$ cat src/sof_monitor_map.vh
/*
 Register offsets, field positions, reset values and timing counts for the
 frame / SOF monitor of both serial engines. Included by the design files.
*/
`ifndef SOF_MONITOR_MAP_VH
`define SOF_MONITOR_MAP_VH
`define DEV1_STATUS_OFS       16'hc090
`define DEV1_FRAME_OFS        16'hc092
`define DEV1_COUNT_OFS        16'hc094
`define DEV2_STATUS_OFS       16'hc0b0
`define DEV2_FRAME_OFS        16'hc0b2
`define DEV2_COUNT_OFS        16'hc0b4
`define FRAME_TO_FLAG_BIT     15
`define FRAME_TO_CNT_HI       14
`define FRAME_TO_CNT_LO       12
`define FRAME_NUM_HI          10
`define COUNT_HI              13
`define FRAME_RESET           16'h0000
`define COUNT_RESET           14'h2ee0
`define TO_CNT_MAX            3'h7
`define MCLK_HZ               26'h17d7840
`define TICK_HZ               26'h0b71b00
`define TICK_ACC_W            26
`endif

$ cat src/sie_sof_channel.v
/*
 One serial engine's status flags, frame capture and SOF/EOP watchdog.
 Assumes all event inputs are one-cycle pulses synchronous to mclk and a
 shared 12 MHz tick enable from the parent.
*/
`timescale 1ns/1ps
`include "sof_monitor_map.vh"
module sie_sof_channel #(
  parameter EP_NUM = 8
) (
  input  wire              mclk,
  input  wire              rst_b,
  input  wire              tick_12m,
  input  wire [EP_NUM-1:0] ep_done,
  input  wire [EP_NUM-1:0] ep_nak,
  input  wire [EP_NUM-1:0] nak_irq_en,
  input  wire              full_speed,
  input  wire              sof_rx,
  input  wire [10:0]       sof_frame,
  input  wire              eop_rx,
  input  wire              to_irq_en,
  input  wire              status_wr,
  input  wire              count_wr,
  input  wire [15:0]       wr_data,
  output wire [15:0]       status_val,
  output wire [15:0]       frame_val,
  output wire [15:0]       count_val,
  output reg               timeout_evt
);
  reg  [EP_NUM-1:0] ep_flag_reg;
  reg  [EP_NUM-1:0] ep_flag_next;
  reg  [10:0]       frame_reg;
  reg               to_flag_reg;
  reg  [2:0]        to_cnt_reg;
  reg  [13:0]       reload_reg;
  reg  [13:0]       down_reg;
  wire              frame_seen;
  wire              expire;
  wire [EP_NUM-1:0] ep_set;

  assign frame_seen = sof_rx | eop_rx;
  assign expire     = tick_12m && (down_reg == 14'h0000) && !frame_seen;
  assign ep_set     = ep_done | (ep_nak & nak_irq_en);

  always @* begin
    ep_flag_next = ep_flag_reg;
    if (status_wr)
      ep_flag_next = ep_flag_next & ~wr_data[EP_NUM-1:0];
    ep_flag_next = ep_flag_next | ep_set;
  end

  always @(posedge mclk) begin
    if (!rst_b) begin
      ep_flag_reg <= {EP_NUM{1'b0}};
      frame_reg   <= 11'h000;
      to_flag_reg <= 1'b0;
      to_cnt_reg  <= 3'h0;
      reload_reg  <= `COUNT_RESET;
      down_reg    <= `COUNT_RESET;
      timeout_evt <= 1'b0;
    end else begin
      ep_flag_reg <= ep_flag_next;
      timeout_evt <= expire;
      if (sof_rx && full_speed)
        frame_reg <= sof_frame;
      if (count_wr)
        reload_reg <= wr_data[`COUNT_HI:0];
      if (frame_seen)
        down_reg <= count_wr ? wr_data[`COUNT_HI:0] : reload_reg;
      else if (count_wr)
        down_reg <= wr_data[`COUNT_HI:0];
      else if (expire)
        down_reg <= reload_reg;
      else if (tick_12m)
        down_reg <= down_reg - 14'h0001;
      if (frame_seen)
        to_flag_reg <= 1'b0;
      else if (expire)
        to_flag_reg <= 1'b1;
      if (to_irq_en) begin
        if (frame_seen)
          to_cnt_reg <= 3'h0;
        else if (expire && to_cnt_reg != `TO_CNT_MAX)
          to_cnt_reg <= to_cnt_reg + 3'h1;
      end
    end
  end

  assign status_val = {{(16-EP_NUM){1'b0}}, ep_flag_reg};
  assign frame_val  = {to_flag_reg, to_cnt_reg, 1'b0, frame_reg};
  assign count_val  = {2'b00, down_reg};
endmodule // sie_sof_channel

$ cat src/usb_device_frame_sof_monitor.v
/*
 Peripheral-mode status, frame number and SOF/EOP timeout logic for two
 serial engines, with a 16-bit register port at the documented offsets.
 Assumes event inputs are one-cycle pulses synchronous to mclk.
*/
`timescale 1ns/1ps
`include "sof_monitor_map.vh"
module usb_device_frame_sof_monitor #(
  parameter EP_NUM = 8
) (
  input  wire              mclk,
  input  wire              rst_b,
  input  wire [15:0]       reg_addr,
  input  wire              reg_wr,
  input  wire              reg_rd,
  input  wire [15:0]       reg_wdata,
  output reg  [15:0]       reg_rdata,
  input  wire [EP_NUM-1:0] d1_ep_done,
  input  wire [EP_NUM-1:0] d1_ep_nak,
  input  wire [EP_NUM-1:0] d1_nak_irq_en,
  input  wire              d1_full_speed,
  input  wire              d1_sof_rx,
  input  wire [10:0]       d1_sof_frame,
  input  wire              d1_eop_rx,
  input  wire              d1_to_irq_en,
  output wire              d1_timeout,
  input  wire [EP_NUM-1:0] d2_ep_done,
  input  wire [EP_NUM-1:0] d2_ep_nak,
  input  wire [EP_NUM-1:0] d2_nak_irq_en,
  input  wire              d2_full_speed,
  input  wire              d2_sof_rx,
  input  wire [10:0]       d2_sof_frame,
  input  wire              d2_eop_rx,
  input  wire              d2_to_irq_en,
  output wire              d2_timeout
);
  reg  [`TICK_ACC_W-1:0] acc_reg;
  reg  [`TICK_ACC_W-1:0] acc_next;
  reg                    tick_12m;
  wire [15:0]            d1_status;
  wire [15:0]            d1_frame;
  wire [15:0]            d1_count;
  wire [15:0]            d2_status;
  wire [15:0]            d2_frame;
  wire [15:0]            d2_count;
  wire                   d1_status_wr;
  wire                   d1_count_wr;
  wire                   d2_status_wr;
  wire                   d2_count_wr;

  // Offset match shared by all write strobes
  function addr_hit;
    input [15:0] addr;
    input [15:0] ofs;
    begin
      addr_hit = (addr == ofs);
    end
  endfunction

  assign d1_status_wr = reg_wr && addr_hit(reg_addr, `DEV1_STATUS_OFS);
  assign d1_count_wr  = reg_wr && addr_hit(reg_addr, `DEV1_COUNT_OFS);
  assign d2_status_wr = reg_wr && addr_hit(reg_addr, `DEV2_STATUS_OFS);
  assign d2_count_wr  = reg_wr && addr_hit(reg_addr, `DEV2_COUNT_OFS);

  // Fractional divider: 12 of every 25 mclk cycles carry a tick
  always @* begin
    acc_next = acc_reg + `TICK_HZ;
    tick_12m = 1'b0;
    if (acc_next >= `MCLK_HZ) begin
      acc_next = acc_next - `MCLK_HZ;
      tick_12m = 1'b1;
    end
  end

  always @(posedge mclk) begin
    if (!rst_b)
      acc_reg <= {`TICK_ACC_W{1'b0}};
    else
      acc_reg <= acc_next;
  end

  sie_sof_channel #(.EP_NUM(EP_NUM)) dev1 (
    .mclk        (mclk),
    .rst_b       (rst_b),
    .tick_12m    (tick_12m),
    .ep_done     (d1_ep_done),
    .ep_nak      (d1_ep_nak),
    .nak_irq_en  (d1_nak_irq_en),
    .full_speed  (d1_full_speed),
    .sof_rx      (d1_sof_rx),
    .sof_frame   (d1_sof_frame),
    .eop_rx      (d1_eop_rx),
    .to_irq_en   (d1_to_irq_en),
    .status_wr   (d1_status_wr),
    .count_wr    (d1_count_wr),
    .wr_data     (reg_wdata),
    .status_val  (d1_status),
    .frame_val   (d1_frame),
    .count_val   (d1_count),
    .timeout_evt (d1_timeout)
  );

  sie_sof_channel #(.EP_NUM(EP_NUM)) dev2 (
    .mclk        (mclk),
    .rst_b       (rst_b),
    .tick_12m    (tick_12m),
    .ep_done     (d2_ep_done),
    .ep_nak      (d2_ep_nak),
    .nak_irq_en  (d2_nak_irq_en),
    .full_speed  (d2_full_speed),
    .sof_rx      (d2_sof_rx),
    .sof_frame   (d2_sof_frame),
    .eop_rx      (d2_eop_rx),
    .to_irq_en   (d2_to_irq_en),
    .status_wr   (d2_status_wr),
    .count_wr    (d2_count_wr),
    .wr_data     (reg_wdata),
    .status_val  (d2_status),
    .frame_val   (d2_frame),
    .count_val   (d2_count),
    .timeout_evt (d2_timeout)
  );

  // Registered read; unmapped offsets read as zero
  always @(posedge mclk) begin
    if (!rst_b)
      reg_rdata <= 16'h0000;
    else if (reg_rd) begin
      case (reg_addr)
        `DEV1_STATUS_OFS: reg_rdata <= d1_status;
        `DEV1_FRAME_OFS:  reg_rdata <= d1_frame;
        `DEV1_COUNT_OFS:  reg_rdata <= d1_count;
        `DEV2_STATUS_OFS: reg_rdata <= d2_status;
        `DEV2_FRAME_OFS:  reg_rdata <= d2_frame;
        `DEV2_COUNT_OFS:  reg_rdata <= d2_count;
        default:          reg_rdata <= 16'h0000;
      endcase
    end
  end
endmodule // usb_device_frame_sof_monitor

$ cat config.mk
export PLATFORM = sky130hd
export DESIGN_NAME = usb_device_frame_sof_monitor
export DESIGN_NICKNAME = d
export VERILOG_FILES = /design/src/sie_sof_channel.v /design/src/usb_device_frame_sof_monitor.v
export VERILOG_INCLUDE_DIRS = /design/src
export SDC_FILE = /design/constraint.sdc
export NUM_CORES = 1
export LEC_CHECK = 0
export BUFFER_PORTS_ARGS = -buffer_cell sky130_fd_sc_hd__buf_2
export CAP_MARGIN = 10
export CORE_ASPECT_RATIO = 1.4
export CORE_MARGIN = 3
export CORE_UTILIZATION = 52
export CTS_CLUSTER_DIAMETER = 50
export DETAILED_ROUTE_END_ITERATION = 16
export GPL_TIMING_DRIVEN = 1
export PLACE_DENSITY = 0.77
export SLEW_MARGIN = 10
export SYNTH_ARGS = -nofsm -noshare
export SYNTH_HDL_FRONTEND = slang
export SYNTH_HIERARCHICAL = 1
export SYNTH_SLANG_ARGS = --single-unit
$ cat constraint.sdc
create_clock -name mclk -period 3.3 [get_ports mclk]
set_input_delay 0.165 -clock mclk [delete_from_list [all_inputs] [get_ports mclk]]
set_output_delay 0.165 -clock mclk [all_outputs]
set_load 0.005 [all_outputs]
# Yosys cells after proc, flatten, opt, wreduce, memory -nomap -nowiden
# Cells that the tools add are included.
[totals] input_bits=114 output_inout_bits=18 register_bits=146 wordCells=86
[op_classes] add_sub_neg=6 n_eq_ne=8 magnitude_cmp=1 bitwise_logic=12 n_reduce_logical=24 mux=19
[ops] cell="two-way mux 14 bit" n=10
[ops] cell="== test 16 bit (second input constant)" n=6
[ops] cell="one-hot mux 16 bit (6 select lines)" n=1
[ops] cell="bitwise AND 8 bit" n=4
[ops] cell="OR 8 bit" n=4
[ops] cell="zero test 14 bit" n=2
[ops] cell="subtractor 14 x 1 -> 14 bit (second input constant)" n=2
[ops] cell="adder 26 x 24 -> 26 bit (second input constant)" n=1
[ops] cell="greater-or-equal comparator 26 x 25 -> 1 bit (second input constant)" n=1
[ops] cell="two-way mux 26 bit" n=1
[ops] cell="subtractor 26 x 25 -> 26 bit (second input constant)" n=1
[ops] cell="two-way mux 8 bit" n=2
[ops] cell="logical AND 1 bit" n=12
[ops] cell="two-way mux 3 bit" n=4
[ops] cell="NOT 8 bit" n=1
[ops] cell="nonzero test 4 bit" n=2
[ops] cell="adder 3 x 1 -> 3 bit (second input constant)" n=2
[ops] cell="!= test 3 bit (second input constant)" n=2
[ops] cell="AND reduction 2 bit" n=2
[ops] cell="nonzero test 2 bit" n=2
[ops] cell="OR reduction 2 bit" n=2
[ops] cell="zero test 1 bit" n=2
[ops] cell="OR 1 bit" n=2
[ops] cell="two-way mux 1 bit" n=1
[ops] cell="NOT 1 bit" n=1

# Longest topological paths before layout
[logic_depth] depth_word=8 ltp_mapped=15 depth_no_buf=13

# By module
# Netlist, hierarchy kept.
[modules_own_cells] module="sie_sof_channel" area_per_inst_um2=2708.8 cells_per_inst=334 seq_area_each_um2=1041.0 n_inst=2
[modules_own_cells] module="usb_device_frame_sof_monitor" area_per_inst_um2=2857.7 cells_per_inst=375 seq_area_each_um2=720.7 n_inst=1

# Worst setup path after synthesis
# Ideal clock, no wire load.
[synth_timing] kind="register to register" start="register acc_reg[8]" end="register dev1.down_reg[3]" t_required_ns=3.168 slack_ns=-0.234 setup_ns=0.132 stages_incl_launch_ff=15 synth_period_minus_slack_ns=3.534 t_arrival_ns=3.402 path_buffers=2 cell_sequence="dfxtp_1 -> inv_1 -> ha_1 -> nand2b_1 -> a21oi_1 -> o21ai_0 -> a21oi_1 -> o211ai_1 -> o31ai_2 -> buf_2 -> nor4b_1 -> nand4_1 -> clkbuf_1 -> o311ai_1 -> a21oi_1"
[synth_between] elab_chain_len=8 word_cells_on_any_way=9 cone_classes="add/sub (1); order compare (1); mux (4); reduce/logical (3)"
[synth_lines] item="start: declaration" line="usb_device_frame_sof_monitor.v:37" text="reg [`TICK_ACC_W-1:0] acc_reg;"
[synth_lines] item="start signal: assignment" line="usb_device_frame_sof_monitor.v:77" text="acc_reg <= {`TICK_ACC_W{1'b0}};"
[synth_lines] item="start signal: assignment" line="usb_device_frame_sof_monitor.v:79" text="acc_reg <= acc_next;"
[synth_lines] item="adder 26 x 24 -> 26 bit (no line) *"
[synth_lines] item="greater-or-equal comparator 26 x 25 -> 1 bit (no line) *"
[synth_lines] item="two-way mux 1 bit *" line="usb_device_frame_sof_monitor.v:69" text="if (acc_next >= `MCLK_HZ) begin"
[synth_lines] item="net tick_12m" line="usb_device_frame_sof_monitor.v:39" text="reg tick_12m;"
[synth_lines] item="logical AND 1 bit (2 in a row)" line="sie_sof_channel.v:42" text="assign expire = tick_12m && (down_reg == 14'h0000) && !frame_seen;"
[synth_lines] item="two-way mux 14 bit" line="sie_sof_channel.v:72" text="else if (expire)"
[synth_lines] item="two-way mux 14 bit" line="sie_sof_channel.v:70" text="else if (count_wr)"
[synth_lines] item="two-way mux 14 bit" line="sie_sof_channel.v:68" text="if (frame_seen)"
[synth_lines] item="end signal: assignment" line="sie_sof_channel.v:69" text="down_reg <= count_wr ? wr_data[`COUNT_HI:0] : reload_reg;"
[synth_lines] item="end signal: assignment" line="sie_sof_channel.v:71" text="down_reg <= wr_data[`COUNT_HI:0];"
[synth_lines] item="end signal: assignment" line="sie_sof_channel.v:73" text="down_reg <= reload_reg;"
[synth_lines] item="end: declaration" line="sie_sof_channel.v:36" text="reg [13:0] down_reg;"
# Mark *: on every way through the listed nets, which the timed path passes. The rest lies on a longest branch.
# A chain may end at the register's enable or synchronous reset.

# Worst setup path in the final report
[layout_timing] start="register acc_reg[9]" end="register dev1.down_reg[4]"
[layout_between] elab_chain_len=8 word_cells_on_any_way=9 cone_classes="add/sub (1); order compare (1); mux (4); reduce/logical (3)"
[layout_lines] item="adder 26 x 24 -> 26 bit (no line) *"
[layout_lines] item="greater-or-equal comparator 26 x 25 -> 1 bit (no line) *"
[layout_lines] item="two-way mux 1 bit *" line="usb_device_frame_sof_monitor.v:69"
[layout_lines] item="logical AND 1 bit (2 in a row)" line="sie_sof_channel.v:42"
[layout_lines] item="two-way mux 14 bit" line="sie_sof_channel.v:72"
[layout_lines] item="two-way mux 14 bit" line="sie_sof_channel.v:70"
[layout_lines] item="two-way mux 14 bit" line="sie_sof_channel.v:68"
# Mark *: on every way between the ends. The rest lies on a longest branch, timed or not.

==> summary.md <==
| Metric | Value |
|---|---|
| Outcome | finished, violations left |
| Failing checks | setup timing |
| Critical path's most frequent cell | buf_4 |
| Avg WL per Cell | about 19 um |
| GR Layer Usage met3 | between 5 and 6% |
| Critical path endpoint category | flip-flop |
| Crit-path max FO | 7 |
| Fmax | 295 MHz |
| Port Buf Inserts | 129 |
| Post-layout net count | ~1400 |
| Routed vias | approximately 9100 |
| Core area | around 15000 sq um |
| Row cnt | between 50 and 60 |
| Post-synth ARST share | 0% |
| Leakage power | 4.28 nW |
| Slew HR | between 40% and 50% |
| Largest register FFs | 20 |
| R2R cell count | 16 |
| Crit path DAT | about 3700 ps |
| Inst Count DP | roughly 1400 |
| Synth area leaders | dfxtp_1 (34%), nand2_1 (4.9%), a21oi_1 (4.8%) |
| Layout area overhead | 30.8% |
| Starting Density | a little over half |
| Endpoints failing hold | 0 |
| Placer's final routability congestion estimate | ~0.95 |
| Overall power | 6.91 mW |
| GRT Max-Usage Layer | met2 |
| Max Clock Skew | about 7.8 ps |
| Met1 Use GR | between 30 and 40% |
| Detailed-route DRC error count | 0 |
| Clock Tree Buf Depth | 2 |
| Yosys Warn Count | 6 |
| Crit share post-route | 103% |
| Cell Pwr Density | 639 nW/um^2 |
| DP HPWL | roughly 18000 um |
| Crit Path Class | flip-flop to flip-flop |
| DIE WIDTH | ~110 um |
| Synth cell count leaders | dfxtp_1 (140), nand2_1 (109), nor2_1 (101) |
| Area after DPL | about 9300 sq um |
| Distinct cells, synth | a little over 80 |
| Slew @ Worst Pin | 844 ps |
| Share of layout cells above drive strength 1 | 25.5% |
| DR iter-0 viols | ~950 |
| Slew Limit Fails | 0 |
| Tot GR Track Use | 30.8% |
| Worst Hold Slack | 25.4 ps |
| Initial antenna violation count | 1 |
| Setup ws final | -93.8 ps |
| Total congestion overflow | 0 |
| Die area | about 17000 sq um |
| Sequential area share after synthesis | around a third |
| CP Launch Type | flip-flop |
| RSZ-0062 raised after global routing | true |
| Worst hold-check path type | input port to flip-flop |
| Top FF cell, synth | dfxtp_1 |
| Pin count of the biggest net entering global routing | 39 |
| Clock-pin slew on the worst setup and hold paths | approximately 60 ps |
| Vias per cell | ~6.2 |
| Slowest CP cell | or3_4 |
| Min cycle time layout | between 3000 and 4000 ps |
| Yosys top cell area share | approximately 34% |
| Yosys reg bits | 140 |
| Post-synth top area cell | dfxtp_1 |
| Slowest stage delay, CP | between 300 and 400 ps |
| Critical Path, Cell by Cell | buf_4 -> o21a_1 -> buf_6 -> o211a_4 -> or3_4 -> o31ai_4 -> a311o_1 -> o31ai_4 -> buf_4 -> buf_6 -> nor3b_2 -> buf_4 -> a21oi_2 -> a211oi_2 -> o211ai_1 -> o21ai_0 |
| Syn_area_per_cell | 7.93 sq um |
| CTS tree | built |
| Die H | about 160 um |
| H-tree levels | 4 |
| Post-synth EDFFs | 0 |
| IO Pins | between 100 and 150 |
| VDD IR-drop max | 0.486 mV |
| DRT Pass-1 Iters | 7 |
| Sink Count | 140 |
| Met2 usage | ~52% |
| WP data required | 3600 ps |
| Clk Latency, worst-skew pair | between 400 and 500 ps |
| Hold depth | 3 |
| Post-route design area | roughly 11000 sq um |
| First-pass GRT wire length | around 44000 um |
| Clock buffer count from CTS | 17 |
| Syn Std Cell Area | 8280 sq um |
| Root Buffer | clkbuf_16 |
| Vias in the first global route | just under 9000 |
| Synthesized instance count | approximately 1000 |
| Most common cell in the synthesized netlist | dfxtp_1 |
| Final ANT Viol Nets | 0 |
| Max-cap violations | 0 |
| Final setup violation count | 3 |
| Layout Cells excl Fill | roughly 1500 |
| Final wirelength | 28100 um |
cell usage in the layout, fill, tap and decap left out, drive strengths merged, types with 27 or more instances in the layout:
cell type | Yosys | final
buf | 39 | 207
dfxtp | 140 | 140
nand2 | 109 | 109
nor2 | 104 | 104
a21oi | 80 | 80
o21ai | 65 | 65
dlygate4sd3 | 0 | 52
nor3 | 40 | 40
a221oi | 37 | 37
a31oi | 30 | 30
inv | 23 | 27
cell families (layout without fill, tap and decap cells):
logic type	after synthesis	in the layout	share of synthesized area, %
simple gates	394	394	24.6
fa+ha+maj	10	10	1.51
other cells	2	23	0.0908
compound gates	327	327	26.8
xor+xnor	38	38	4.02
flops	140	140	33.9
mux	20	20	2.43
buf+inv	112	315	6.64
layer usage:
metal	vias to the layer above	routed length [um]	part of all wire, %
met4	0	1760	6.3
met2	477	13800	49
met5	-	0	0
met3	135	2040	7.3
met1	4257	10500	37
li1	4216	-	-
stage by stage:
stage	setup TNS, ps	util, %	setup slack (ps)
floorplan	0	-	7.38
global placement	-250	60.9	-32.4
detailed placement	-1990	60.9	-159
CTS	0	69.1	1.73
global route	-2140	70.6	-159
finish	-154	70.6	-93.8
worst paths after layout:
check | from | to | slack [ps]
worst max-delay path | acc_reg[9] | dev1/down_reg[4] | -90
worst min-delay path | d1_sof_frame[8] | dev1/frame_reg[8] | 30
worst max register to register | acc_reg[9] | dev1/down_reg[4] | -90
worst min register to register | dev2/frame_reg[0] | dev2/frame_reg[0] | 450
worst max-delay path, delay by kind of cell (launching register included):
| family | cells | cell delay (ps) |
|---|---|---|
| simple gates | 2 | 530 |
| compound gates | 9 | 1670 |
| flops | 1 | 320 |
| buf+inv | 5 | 740 |
area by class of cell:
class | instances | area [sq um]
Antenna cell | 1 | 2.50
Sequential cell | 140 | 2810
Clock buffer | 20 | 457
Tap cell | 192 | 240
Multi-Input combinational cell | 811 | 5260
Fill cell | 1121 | 4500
Clock inverter | 12 | 159
Inverter | 24 | 90.1
Timing Repair Buffer | 259 | 1810
power by group:
part	switching (mW)	leakage (nW)	internal [mW]	total (mW)
Clock	0.771	0.298	1.24	2.01
Sequential	0.198	1.15	1.86	2.06
Combinational	1.47	2.83	1.37	2.84
Total	2.44	4.28	4.47	6.91
repair_timing:
action / in CTS / in global routing
resized for setup: 22 / 46
pin swaps: 9 / 24
endpoints found under the hold margin: 34 / 2
hold buffers: 50 / 2
buffers inserted: 5 / 10
endpoints found under the setup margin: 25 / 37
Power figures use the tool's default switching activity.
